--- config.mk ---
export PLATFORM = sky130hd
export DESIGN_NAME = sfb_flag_bank
export DESIGN_NICKNAME = d
export VERILOG_FILES = /design/src/sfb_pkg.sv /design/src/sfb_flag_bank.sv
export SDC_FILE = /design/constraint.sdc
export NUM_CORES = 1
export LEC_CHECK = 0
export ABC_AREA = 1
export BUFFER_PORTS_ARGS = -buffer_cell sky130_fd_sc_hd__buf_4
export CORE_MARGIN = 4
export CORE_UTILIZATION = 60
export CTS_CLUSTER_SIZE = 25
export DETAILED_ROUTE_END_ITERATION = 8
export PLACE_DENSITY = 0.8
export SYNTH_ARGS = -nofsm -noshare
export SYNTH_HDL_FRONTEND = slang
export SYNTH_SLANG_ARGS = --single-unit
--- constraint.sdc ---
create_clock -name CORE_CLK_IN -period 2.5 [get_ports CORE_CLK_IN]
set_clock_uncertainty 0.05 [all_clocks]
set_input_delay 0 -clock CORE_CLK_IN [delete_from_list [all_inputs] [get_ports CORE_CLK_IN]]
set_output_delay 0 -clock CORE_CLK_IN [all_outputs]
set_load 0.02 [all_outputs]
--- src/sfb_pkg.sv ---
// sfb_pkg: constants for the supply and can fault flag bank.
// assumes a single 20 mhz core clock and a plain strobe register port.
package sfb_pkg;

  // ------------------------------------------------------------------
  // clock and timing
  // ------------------------------------------------------------------
  localparam int CLK_HZ            = 20_000_000;   // core clock rate
  localparam int FILTER_TIME_US    = 100;          // deglitch time, microseconds
  // longest time, so round down; 2000 cycles
  localparam int FILTER_CYCLES     = (FILTER_TIME_US * (CLK_HZ / 1_000_000));
  localparam int FILTER_W          = 12;           // counter width for the filter
  localparam int RST_SHORT_TIME_MS = 100;          // short reset pulse limit, ms
  // default cycle count for the short reset pulse limit
  localparam int RST_SHORT_CYCLES  = (RST_SHORT_TIME_MS * (CLK_HZ / 1_000));
  localparam int RST_CNT_W         = 21;           // counter width for reset pulse

  // ------------------------------------------------------------------
  // register port
  // ------------------------------------------------------------------
  localparam int ADDR_W = 16;                      // address width
  localparam int DATA_W = 16;                      // data width
  localparam logic [15:0] ADDR_SUPPLY_FLAGS = 16'h0000;  // latched supply flags
  localparam logic [15:0] ADDR_CAN_FLAGS    = 16'h0004;  // latched can flags
  localparam logic [15:0] ADDR_CAN_CTRL     = 16'h0008;  // can control
  localparam logic [15:0] ADDR_CAN_RT       = 16'h2180;  // can real time status

  // can control fields and reset value (wake receiver on after power up)
  localparam int CTRL_RX_ONLY_BIT    = 0;
  localparam int CTRL_CAN_SLEEP_BIT  = 1;
  localparam int CTRL_WAKE_RX_EN_BIT = 2;
  localparam logic [2:0] CTRL_RESET  = 3'h4;

  // can real time fields
  localparam int RT_DRV_BIT  = 0;
  localparam int RT_RCV_BIT  = 1;
  localparam int RT_WAKE_BIT = 2;

  // ------------------------------------------------------------------
  // flag positions; filtered flags occupy the low indices
  // ------------------------------------------------------------------
  localparam int NUM_FLAGS      = 14;
  localparam int NUM_FILTERED   = 8;
  localparam int FLG_AUX_UV     = 0;
  localparam int FLG_AUX_OC     = 1;
  localparam int FLG_XCVR_UV    = 2;
  localparam int FLG_XCVR_OC    = 3;
  localparam int FLG_SENSE_LOW  = 4;
  localparam int FLG_VSUP_UV    = 5;
  localparam int FLG_MAIN_OC    = 6;
  localparam int FLG_LP_OC      = 7;
  localparam int FLG_XCVR_HOT   = 8;
  localparam int FLG_MAIN_TSD   = 9;
  localparam int FLG_RST_SHORT  = 10;
  localparam int FLG_BATTERY_FAIL_FLAG    = 11;
  localparam int FLG_CAN_WAKE   = 12;
  localparam int FLG_CAN_HOT    = 13;
  localparam logic [13:0] SUPPLY_MASK = 14'h0FFF;  // flags in the supply register
  localparam logic [13:0] CAN_MASK    = 14'h3000;  // flags in the can register
  localparam int CAN_FLAG_SHIFT       = 12;        // can flags start at bit 0 on read

endpackage : sfb_pkg

--- src/sfb_flag_bank.sv ---
// sfb_flag_bank: latched supply and can fault flags with real time can state.
// assumes condition inputs are synchronous comparator levels from the
// analogue side and a master that keeps to the one cycle strobe protocol.
//
// Overview of operation
// (RL1) aux undervoltage latches after 100 us
// (RL2) aux overcurrent latches after 100 us
// (RL3) transceiver rail overtemperature latches at once
// (RL4) transceiver undervoltage latches after 100 us
// (RL5) transceiver overcurrent latches after 100 us
// (RL6) sense input low latches after 100 us
// (RL7) battery undervoltage latches after 100 us
// (RL8) main overcurrent in normal mode, filtered
// (RL9) low power overcurrent in rail-on mode, filtered
// (RL10) main rail thermal shutdown latches at once
// (RL11) reset low pulse under 100 ms latches
// (RL12) battery fail latches below fail level
// (RL13) driver state bit is real time
// (RL14) driver off by command or stuck transmit
// (RL15) receiver state real time, off in sleep
// (RL16) wake receiver enable, on after reset
// (RL17) real time status read changes nothing
// (RL18) can wake flag clears on read
// (RL19) can overtemperature latches, clears on read
// (RL20) read with condition present keeps flag
`timescale 1ns/1ns

module sfb_flag_bank
#(
  parameter int RST_SHORT_CYCLES = sfb_pkg::RST_SHORT_CYCLES  // shorten in simulation
)
(
  input  wire logic        CORE_CLK_IN,          // 20 mhz core clock
  input  wire logic        RST_IN,               // synchronous reset, active high
  input  wire logic [15:0] ADDR_IN,              // register address
  input  wire logic [15:0] WDATA_IN,             // write data
  input  wire logic        WR_IN,                // write strobe
  input  wire logic        RD_IN,                // read strobe
  input  wire logic        AUX_UV_IN,            // aux output below threshold
  input  wire logic        AUX_OC_IN,            // aux current above limit
  input  wire logic        XCVR_UV_IN,           // transceiver rail below threshold
  input  wire logic        XCVR_OC_IN,           // transceiver current above limit
  input  wire logic        XCVR_HOT_IN,          // transceiver regulator too hot
  input  wire logic        SENSE_LOW_IN,         // sense pin below threshold
  input  wire logic        VSUP_UV_IN,           // battery pin below low threshold
  input  wire logic        BATTERY_FAIL_FLAG_IN,           // battery pin below fail level
  input  wire logic        MAIN_OC_IN,           // main rail current above limit
  input  wire logic        LP_OC_IN,             // main rail above low power limit
  input  wire logic        NORMAL_MODE_IN,       // device in normal mode
  input  wire logic        LP_RAIL_ON_MODE_IN,   // low power with main rail kept on
  input  wire logic        MAIN_TSD_IN,          // main rail off for overtemperature
  input  wire logic        RESET_PIN_LOW_IN,     // reset pin seen low
  input  wire logic        CAN_WAKE_IN,          // can wake event pulse
  input  wire logic        CAN_HOT_IN,           // can thermal sensor above threshold
  input  wire logic        TXD_DOM_FAULT_IN,     // transmit input stuck dominant
  output logic      [15:0] RDATA_OUT,            // read data, cycle after strobe
  output logic             CAN_DRV_EN_OUT,       // can driver enabled
  output logic             CAN_RCV_EN_OUT,       // can receiver enabled
  output logic             WAKE_RX_EN_OUT        // can wake receiver enabled
);

  // ------------------------------------------------------------------
  // declarations
  // ------------------------------------------------------------------
  logic [13:0] cond;                       // condition present, per flag
  logic [13:0] set_evt;                    // set event, per flag
  logic [13:0] flag;                       // latched flags
  logic [13:0] rd_clr;                     // flags addressed by this read
  logic [11:0] cnt [0:7];                  // filter counters
  logic [2:0]  can_ctrl;                   // software can control
  logic [20:0] rst_cnt;                    // reset pin low duration
  logic        rst_low_d;                  // reset pin level, last cycle
  logic        rst_pulse_short;            // low pulse ended under the limit
  logic [2:0]  rt_state;                   // real time can state
  logic [15:0] next_rdata;                 // read mux

  // address match; used by read, write and clear paths
  function automatic logic hit(input logic [15:0] a, input logic [15:0] off);
    hit = (a == off);
  endfunction : hit

  // ------------------------------------------------------------------
  // condition mapping
  // ------------------------------------------------------------------
  // main and low power overcurrent conditions only count in their own mode, so a mode change
  // ends the condition and lets a read clear the flag
  always_comb
  begin
    cond                          = '0;
    cond[sfb_pkg::FLG_AUX_UV]     = AUX_UV_IN;
    cond[sfb_pkg::FLG_AUX_OC]     = AUX_OC_IN;
    cond[sfb_pkg::FLG_XCVR_UV]    = XCVR_UV_IN;
    cond[sfb_pkg::FLG_XCVR_OC]    = XCVR_OC_IN;
    cond[sfb_pkg::FLG_SENSE_LOW]  = SENSE_LOW_IN;
    cond[sfb_pkg::FLG_VSUP_UV]    = VSUP_UV_IN;
    cond[sfb_pkg::FLG_MAIN_OC]    = MAIN_OC_IN & NORMAL_MODE_IN;      // [RL8]
    cond[sfb_pkg::FLG_LP_OC]      = LP_OC_IN & LP_RAIL_ON_MODE_IN;    // [RL9]
    cond[sfb_pkg::FLG_XCVR_HOT]   = XCVR_HOT_IN;
    cond[sfb_pkg::FLG_MAIN_TSD]   = MAIN_TSD_IN;
    cond[sfb_pkg::FLG_RST_SHORT]  = RESET_PIN_LOW_IN;
    cond[sfb_pkg::FLG_BATTERY_FAIL_FLAG]    = BATTERY_FAIL_FLAG_IN;
    cond[sfb_pkg::FLG_CAN_WAKE]   = 1'b0;   // wake flag needs only a read
    cond[sfb_pkg::FLG_CAN_HOT]    = CAN_HOT_IN;
  end

  // ------------------------------------------------------------------
  // 100 us filters
  // ------------------------------------------------------------------
  // each counter runs while its condition holds; the set fires in the
  // cycle after 2000 full cycles, so a condition must outlast the window
  genvar gi;
  generate
    for (gi = 0; gi < sfb_pkg::NUM_FILTERED; gi++)
    begin : g_filt
      always_ff @(posedge CORE_CLK_IN)
      begin
        if (RST_IN)
          cnt[gi] <= 12'h000;
        else if (!cond[gi])
          cnt[gi] <= 12'h000;                // any gap restarts the window
        else if (cnt[gi] != 12'(sfb_pkg::FILTER_CYCLES))
          cnt[gi] <= cnt[gi] + 12'h001;      // saturates at the limit
      end
      // filtered set: [RL1] [RL2] [RL4] [RL5] [RL6] [RL7] [RL8] [RL9]
      assign set_evt[gi] = cond[gi] && (cnt[gi] == 12'(sfb_pkg::FILTER_CYCLES));
    end
  endgenerate

  // ------------------------------------------------------------------
  // short reset pulse detector
  // ------------------------------------------------------------------
  // counts low time and saturates, so very long lows never look short
  always_ff @(posedge CORE_CLK_IN)
  begin
    if (RST_IN)
    begin
      rst_cnt   <= 21'h000000;
      rst_low_d <= 1'b0;
    end
    else
    begin
      rst_low_d <= RESET_PIN_LOW_IN;
      if (!RESET_PIN_LOW_IN)
        rst_cnt <= 21'h000000;
      else if (rst_cnt != 21'(RST_SHORT_CYCLES))
        rst_cnt <= rst_cnt + 21'h000001;
    end
  end

  // pulse ends while count is still below the limit
  assign rst_pulse_short = rst_low_d && !RESET_PIN_LOW_IN
                           && (rst_cnt < 21'(RST_SHORT_CYCLES));   // [RL11]

  // ------------------------------------------------------------------
  // unfiltered set events
  // ------------------------------------------------------------------
  assign set_evt[sfb_pkg::FLG_XCVR_HOT]  = XCVR_HOT_IN;            // [RL3]
  assign set_evt[sfb_pkg::FLG_MAIN_TSD]  = MAIN_TSD_IN;            // [RL10]
  assign set_evt[sfb_pkg::FLG_RST_SHORT] = rst_pulse_short;        // [RL11]
  assign set_evt[sfb_pkg::FLG_BATTERY_FAIL_FLAG]   = BATTERY_FAIL_FLAG_IN;             // [RL12]
  assign set_evt[sfb_pkg::FLG_CAN_WAKE]  = CAN_WAKE_IN;            // [RL18]
  assign set_evt[sfb_pkg::FLG_CAN_HOT]   = CAN_HOT_IN;             // [RL19]

  // ------------------------------------------------------------------
  // read clear selection
  // ------------------------------------------------------------------
  // real time status and control reads select nothing here   [RL17]
  always_comb
  begin
    rd_clr = '0;
    if (RD_IN && hit(ADDR_IN, sfb_pkg::ADDR_SUPPLY_FLAGS))
      rd_clr = sfb_pkg::SUPPLY_MASK;
    else if (RD_IN && hit(ADDR_IN, sfb_pkg::ADDR_CAN_FLAGS))
      rd_clr = sfb_pkg::CAN_MASK;
  end

  // ------------------------------------------------------------------
  // flag latches
  // ------------------------------------------------------------------
  // set beats clear; a read only clears once the condition has gone, so
  // a read during a fault returns the flag and leaves it standing
  always_ff @(posedge CORE_CLK_IN)
  begin
    if (RST_IN)
      flag <= 14'h0000;
    else
      flag <= set_evt | (flag & ~(rd_clr & ~cond));   // [RL20] [RL18] [RL19]
  end

  // ------------------------------------------------------------------
  // can control register
  // ------------------------------------------------------------------
  always_ff @(posedge CORE_CLK_IN)
  begin
    if (RST_IN)
      can_ctrl <= sfb_pkg::CTRL_RESET;                  // [RL16]
    else if (WR_IN && hit(ADDR_IN, sfb_pkg::ADDR_CAN_CTRL))
      can_ctrl <= WDATA_IN[2:0];
  end

  // ------------------------------------------------------------------
  // real time can state
  // ------------------------------------------------------------------
  // driver is dropped by receive only, by sleep, or by a stuck transmit
  always_comb
  begin
    rt_state = '0;
    rt_state[sfb_pkg::RT_DRV_BIT]  = !can_ctrl[sfb_pkg::CTRL_RX_ONLY_BIT]
                                     && !can_ctrl[sfb_pkg::CTRL_CAN_SLEEP_BIT]
                                     && !TXD_DOM_FAULT_IN;              // [RL14]
    rt_state[sfb_pkg::RT_RCV_BIT]  = !can_ctrl[sfb_pkg::CTRL_CAN_SLEEP_BIT];  // [RL15]
    rt_state[sfb_pkg::RT_WAKE_BIT] = can_ctrl[sfb_pkg::CTRL_WAKE_RX_EN_BIT];  // [RL16]
  end

  // state pins registered so they come straight from flip-flops
  always_ff @(posedge CORE_CLK_IN)
  begin
    if (RST_IN)
    begin
      CAN_DRV_EN_OUT <= 1'b0;
      CAN_RCV_EN_OUT <= 1'b0;
      WAKE_RX_EN_OUT <= 1'b0;
    end
    else
    begin
      CAN_DRV_EN_OUT <= rt_state[sfb_pkg::RT_DRV_BIT];    // [RL13]
      CAN_RCV_EN_OUT <= rt_state[sfb_pkg::RT_RCV_BIT];    // [RL15]
      WAKE_RX_EN_OUT <= rt_state[sfb_pkg::RT_WAKE_BIT];   // [RL16]
    end
  end

  // ------------------------------------------------------------------
  // read data
  // ------------------------------------------------------------------
  // unmapped addresses read as zero; data stands one cycle only
  always_comb
  begin
    next_rdata = 16'h0000;
    if (hit(ADDR_IN, sfb_pkg::ADDR_SUPPLY_FLAGS))
      next_rdata = {4'h0, flag[11:0]};
    else if (hit(ADDR_IN, sfb_pkg::ADDR_CAN_FLAGS))
      next_rdata = {14'h0000, flag[13:12]};
    else if (hit(ADDR_IN, sfb_pkg::ADDR_CAN_CTRL))
      next_rdata = {13'h0000, can_ctrl};
    else if (hit(ADDR_IN, sfb_pkg::ADDR_CAN_RT))
      next_rdata = {13'h0000, rt_state};                // [RL13]
  end

  always_ff @(posedge CORE_CLK_IN)
  begin
    if (RST_IN)
      RDATA_OUT <= 16'h0000;
    else if (RD_IN)
      RDATA_OUT <= next_rdata;    // value before any read clear
    else
      RDATA_OUT <= 16'h0000;
  end

  // ------------------------------------------------------------------
  // assertions
  // ------------------------------------------------------------------
  property p_aux_uv_set;   // [RL1]
    @(posedge CORE_CLK_IN) disable iff (RST_IN)
    (AUX_UV_IN && cnt[0] == 12'(sfb_pkg::FILTER_CYCLES)) |=> flag[0];
  endproperty
  a_aux_uv_set: assert property (p_aux_uv_set)   // [RL1]
    else $error("aux undervoltage flag not set after filter");

  property p_xcvr_uv_early;   // [RL4]
    @(posedge CORE_CLK_IN) disable iff (RST_IN)
    $rose(flag[2]) |-> $past(cnt[2]) == 12'(sfb_pkg::FILTER_CYCLES);
  endproperty
  a_xcvr_uv_early: assert property (p_xcvr_uv_early)   // [RL4]
    else $error("transceiver undervoltage flag set before filter ended");

  property p_main_oc_mode;   // [RL8]
    @(posedge CORE_CLK_IN) disable iff (RST_IN)
    !NORMAL_MODE_IN |=> cnt[6] == 12'h000;
  endproperty
  a_main_oc_mode: assert property (p_main_oc_mode)   // [RL8]
    else $error("main overcurrent filter ran outside normal mode");

  property p_keep_on_read;   // [RL20]
    @(posedge CORE_CLK_IN) disable iff (RST_IN)
    (RD_IN && ADDR_IN == sfb_pkg::ADDR_SUPPLY_FLAGS && AUX_OC_IN && flag[1])
      |=> flag[1] && RDATA_OUT[1];
  endproperty
  a_keep_on_read: assert property (p_keep_on_read)   // [RL20]
    else $error("flag lost on read while condition present");

  property p_clear_on_read;   // [RL2]
    @(posedge CORE_CLK_IN) disable iff (RST_IN)
    (RD_IN && ADDR_IN == sfb_pkg::ADDR_SUPPLY_FLAGS && !AUX_OC_IN) |=> !flag[1];
  endproperty
  a_clear_on_read: assert property (p_clear_on_read)   // [RL2]
    else $error("flag not cleared by read after recovery");

  property p_wake_clear;   // [RL18]
    @(posedge CORE_CLK_IN) disable iff (RST_IN)
    (RD_IN && ADDR_IN == sfb_pkg::ADDR_CAN_FLAGS && !CAN_WAKE_IN) |=> !flag[12];
  endproperty
  a_wake_clear: assert property (p_wake_clear)   // [RL18]
    else $error("can wake flag survived a read");

  property p_rt_read_stable;   // [RL17]
    @(posedge CORE_CLK_IN) disable iff (RST_IN)
    (RD_IN && ADDR_IN == sfb_pkg::ADDR_CAN_RT) |=> $stable(can_ctrl);
  endproperty
  a_rt_read_stable: assert property (p_rt_read_stable)   // [RL17]
    else $error("real time status read changed can control");

  property p_txd_fault;   // [RL14]
    @(posedge CORE_CLK_IN) disable iff (RST_IN)
    TXD_DOM_FAULT_IN |=> !CAN_DRV_EN_OUT;
  endproperty
  a_txd_fault: assert property (p_txd_fault)   // [RL14]
    else $error("driver still enabled with transmit stuck dominant");

  property p_wake_default;   // [RL16]
    @(posedge CORE_CLK_IN)
    RST_IN ##1 !RST_IN |=> WAKE_RX_EN_OUT;
  endproperty
  a_wake_default: assert property (p_wake_default)   // [RL16]
    else $error("wake receiver not enabled after reset");

  property p_tsd_set;   // [RL10]
    @(posedge CORE_CLK_IN) disable iff (RST_IN)
    MAIN_TSD_IN |=> flag[9] [*2];
  endproperty
  a_tsd_set: assert property (p_tsd_set)   // [RL10]
    else $error("thermal shutdown flag not held");

  property p_rst_short;   // [RL11]
    @(posedge CORE_CLK_IN) disable iff (RST_IN)
    ($fell(RESET_PIN_LOW_IN) && rst_cnt < 21'(RST_SHORT_CYCLES)) |=> flag[10];
  endproperty
  a_rst_short: assert property (p_rst_short)   // [RL11]
    else $error("short reset pulse not flagged");

  // low power gate: leaving the mode must empty the filter
  property p_lp_oc_mode;   // [RL9]
    @(posedge CORE_CLK_IN) disable iff (RST_IN)
    !LP_RAIL_ON_MODE_IN |=> cnt[7] == 12'h000;
  endproperty
  a_lp_oc_mode: assert property (p_lp_oc_mode)   // [RL9]
    else $error("low power overcurrent filter ran outside its mode");

  // unfiltered flags latch on the next edge
  property p_battery_fail_flag_set;   // [RL12]
    @(posedge CORE_CLK_IN) disable iff (RST_IN)
    BATTERY_FAIL_FLAG_IN |=> flag[11];
  endproperty
  a_battery_fail_flag_set: assert property (p_battery_fail_flag_set)   // [RL12]
    else $error("battery fail flag not set");

  property p_can_hot_set;   // [RL19]
    @(posedge CORE_CLK_IN) disable iff (RST_IN)
    CAN_HOT_IN |=> flag[13];
  endproperty
  a_can_hot_set: assert property (p_can_hot_set)   // [RL19]
    else $error("can overtemperature flag not set");

endmodule : sfb_flag_bank

# == Yosys cells after proc, flatten, opt, wreduce, memory -nomap -nowiden ==
# Memory sizes are Yosys's and may differ from the RTL's.
# Index checks and enable logic that the tools add are counted.
# classes
n_mux,80
n_lt_le_gt_ge,1
n_mul,0
addsub,9
n_reduce_logical,23
eq_ne,20
n_shift,0
bitwise,25
n_div,0
# ops
operator,n
$mux 12,17
$add 12x1->12 const B,8
$eq 12x11->1 const B,8
$ne 12x11->1 const B,8
$mux 1,58
$and 14x14->14,2
$mux 14,2
$not 14->14,2
$add 21x1->21 const B,1
$lt 21x21->1 const B,1
$ne 21x21->1 const B,1
$eq 16x14->1 const B,1
$eq 16x3->1 const B,1
$eq 16x4->1 const B,1
$logic_not 16->1,1
$or 1x1->1,16
$logic_and 1x1->1,15
$or 14x14->14,1
$mux 3,3
$reduce_or 5->1,1
$logic_not 1->1,4
$reduce_or 2->1,2
$and 1x1->1,2
$not 1->1,2
# word_totals
output_inout_bits,19
ff_bits,58
elab_cells,168
memories,1
ramBits,96
rom_bits,0
latch_bits,0
input_bits,53
# mem_list
name,depth,width,read_ports,rd_clocked_by_memory_dff,write_ports,line,rtl
cnt,8,12,8,0,8,sfb_flag_bank.sv:69,logic [11:0] cnt [0:7];

# == Depth between registers and ports, before layout ==
# depth
ltp_word,8
ltp_mapped,10
ltp_nobuf,10

# == Worst setup path after synthesis ==
# Ideal clock, no wire load.
# synth_timing
kind,flip-flop to flip-flop
startpoint,"memory cnt[6][0], in the netlist cnt[1][24]"
endpoint,"memory cnt[6][0], in the netlist cnt[1][24], enable pin"
required_time_ps,2118
period_less_slack_ps,1652
stages_incl_launch_ff,8
t_arrival_ps,1270
path_slack_ps,848
path_cell_list,edfxtp_1 inv_1 ha_1 nand2_1 nor3_1 nand3_1 nor2_1 nand2_1
# synth_rtl
element,line
from (decl),sfb_flag_bank.sv:69

# == Worst setup path in the final report ==
# layout_timing
startpoint,input port ADDR_IN[11]
endpoint,register flag[8]
# layout_between
elab_chain_cells,7
# layout_lines
element,line,rtl
from (decl),sfb_flag_bank.sv:35,"input wire logic [15:0] ADDR_IN,"
$logic_not 16->1,sfb_flag_bank.sv:79,hit = (a == off);
$logic_and 1x1->1,sfb_flag_bank.sv:171,"if (RD_IN && hit(ADDR_IN, sfb_pkg::ADDR_SUPPLY_FLAGS))"
$mux 14,sfb_flag_bank.sv:171,
$and 14x14->14,sfb_flag_bank.sv:187,flag <= set_evt | (flag & ~(rd_clr & ~cond));
$not 14->14,sfb_flag_bank.sv:187,
$and 14x14->14,sfb_flag_bank.sv:187,
$or 14x14->14,sfb_flag_bank.sv:187,
to (signal assigned),sfb_flag_bank.sv:187,
to (decl),sfb_flag_bank.sv:67,logic [13:0] flag;
# No other way between the ends.
# A chain may end at the register's enable or synchronous reset.

==> metrics.txt <==
hold crit path type=input port to flop; layout cell share with drive strength beyond 1=a little under an eighth; FFs w/ async S/R, synth=0%; Initial Utilization=approximately 60%; Root Driver=clkbuf_16; CP cell instances=buf_4 -> nor2_1 -> nand2_1 -> nor2_4 -> nand2_2 -> inv_2 -> nand2_4 -> a21oi_1 -> dlygate4sd3_1 -> nor2_1 -> dlygate4sd3_1; Netlist cell types=40; Via density=~5.4; crit path time final=~2000 ps; placed cell area=around 8700 sq um; later-pin clock latency in the skew report=roughly 430 ps; crit path DAT=2320 ps; Synth Instances=1022; nets@finish=around 1200; register area share after synthesis=slightly below 50%; RSZ-0062 raised after global routing=false; GR Util All Layers=approximately a quarter; CP max stage delay=~570 ps; Hold Buf Count CTS=42; Tightest Pin Transition=655 ps; Setup TNS=0 ps; period utilization=around four fifths; Placement Rows=42; Final Max Tran Viols=0; Power Dens Cells=roughly 570 nW/um^2; remaining routing DRC violations=0; post-DP HPWL=between 10000 and 15000 um; Setup Viol. Count Final=0; ys flop type=edfxtp_1; Synth Cell Area=between 8000 and 9000 sq um; number of global-route vias before repair=between 6000 and 7000; critical path class=input port to flop; FF-to-FF End=cnt[1][13]$_SDFFCE_PN0P_; ANT cells=0; Clock Power Share=between 40% and 50%; status=complete, no violations; Syn Area/Cell=around 8 sq um; worst hold slack=80.1 ps; CTS H-tree depth=4; total grt overflow=0; Setup crit start=ADDR_IN[11]; synthesis warning total=0; Max clock buf depth=2; sequential share of power=between 40 and 50%; NetSw=roughly 1.2 mW; final hold violations=0; crit start category=input port; FILL cells=around 1000; overall power=5.53 mW; Vias=roughly 7100; Synth Register Bits=150; Post-Route WL=17900 um; area leader, netlist=edfxtp_1; IO Count=72; Post CTS Setup Buffer Count=0; area share of the largest cell type after synthesis=about a third; DR iter-0 viols=approximately 460; Final Non-Filler Cells=roughly 1300; post-CTS sizing=0; area of the multi-input gates=3550 sq um; Worst Path Required=approximately 2800 ps; max frequency=488 MHz; max_slew headroom=56.2%; placed cells=around 1200; Seq. cell area=slightly below 4000 sq um; most common cell in the netlist=nand2_1; slowest CP cell=dlygate4sd3_1; post-route setup slack=between 400 and 500 ps; CTS tree=done; Die X=~120 um; antenna violations before repair=0; post-route ant nets=0; fin area=9770 sq um; top cells by area, synth=edfxtp_1 (35%), dfxtp_1 (13%), nand2_1 (8.0%); CP Max Fanout=10; routability cong.=roughly 0.9; CTS Buf Count=17; P_leak=approximately 3.6 nW; Worst Setup EP=flag[8]$_SDFF_PP0_; Place WS=556 ps; Logic pwr share=under 10%; VDD IR max=about 0.44 mV; crit end category=flop; die height=around 120 um; post-DR wirelength/cell=between 10 and 15 um; r2r setup slk=roughly 560 ps; fin util=73.5%; clock slew at reported path FFs=60 ps; Syn-to-layout area delta=19.1%; global-route wire length before repair=30700 um; Clock Sinks=150; switching part of the total=a little over a fifth; pin count of the biggest net entering global routing=20; Buffers on Ports=between 50 and 60; Placeable Area=roughly 13000 sq um; die area=~16000 sq um; Pint=about 4.3 mW; first drt pass iteration count=6; R2R cell count=7; number of synthesized flops with an enable pin=96; worst flop-to-flop path startpoint=cnt[1][12]$_SDFFCE_PN0P_; MaxCap Viol Count=0; Commonest cells post-synth=nand2_1 (175), nor2_1 (162), inv_1 (152)
-- state kept, by name, indices dropped and copies added, names as in the netlist --
signal,count
CAN_RCV_EN_OUT,1
cnt,96
CAN_DRV_EN_OUT,1
rst_low_d,1
can_ctrl,3
RDATA_OUT,12
rst_cnt,21
WAKE_RX_EN_OUT,1
flag,14
-- routing by layer --
metal  wire length [um]  vias up  global-route usage, %
met1               7910     3280                   29.8
met5                  0        -                      0
met4                293        0                   8.16
li1                   -     3575                      -
met2               8890      176                   40.8
met3                832       32                   5.45
-- logic make-up (layout without fill, tap and decap cells) --
family	Yosys count	in the layout	share of synthesized area, %
simple gates	561	561	32.1
buf+inv	177	287	8.57
flops	150	150	48.3
compound gates	100	100	6.60
fa+ha+maj	18	18	2.75
xor+xnor	15	15	1.60
other cells	1	4	0.0457
-- power groups by stage --
| stage | registers, mW | clock network [mW] | logic (mW) |
|---|---|---|---|
| finish | 2.65 | 2.63 | 0.250 |
| global route | 2.65 | 2.76 | 0.279 |
| CTS | 2.65 | 2.65 | 0.245 |
| detailed placement | 2.70 | 0 | 0.195 |
| global placement | 2.70 | 0 | 0.191 |
| floorplan | 2.70 | 0 | 0.112 |
-- critical path: cells and delay by family --
family	cells	cell delay [ps]
compound gates	1	180
buf+inv	4	1330
simple gates	6	800
-- worst min-delay path by stage --
stage	start	endpoint	slack, ps	depth (start not counted)
2_1_floorplan	TXD_DOM_FAULT_IN	CAN_DRV_EN_OUT$_SDFF_PP0_	30	1
3_3_place_gp	MAIN_TSD_IN	flag[9]$_SDFF_PP0_	150	3
3_5_place_dp	MAIN_TSD_IN	flag[9]$_SDFF_PP0_	160	3
4_1_cts	LP_OC_IN	flag[7]$_SDFF_PP0_	50	6
5_1_grt	LP_OC_IN	flag[7]$_SDFF_PP0_	120	6
6_report	LP_OC_IN	flag[7]$_SDFF_PP0_	80	6
-- area by class of cell --
| class | count | area share, % |
|---|---|---|
| inverters | 159 | 6.14 |
| repair buffers | 96 | 8.46 |
| clock inverters | 12 | 1.46 |
| multi-input cells | 698 | 36.3 |
| flip-flops and latches | 150 | 40.6 |
| clock buffers | 20 | 4.79 |
| well taps | 176 | 2.25 |
-- layout by cell type, fill, tap and decap left out, drive strengths merged --
master and n:
a21boi 2, a21oi 69, a31oi 2, and2 1
buf 54, bufinv 2, clkbuf 20, clkinv 4
clkinvlp 4, conb 4, dfxtp 54, dlygate4sd3 42
edfxtp 96, ha 18, inv 161, nand2 180
nand3 71, nand3b 5, nand4 29, nor2 170
nor3 71, nor3b 18, nor4 3, o2111ai 1
o211ai 3, o21ai 23, or2 13, xnor2 4
xor2 11
Power figures use the tool's default switching activity.
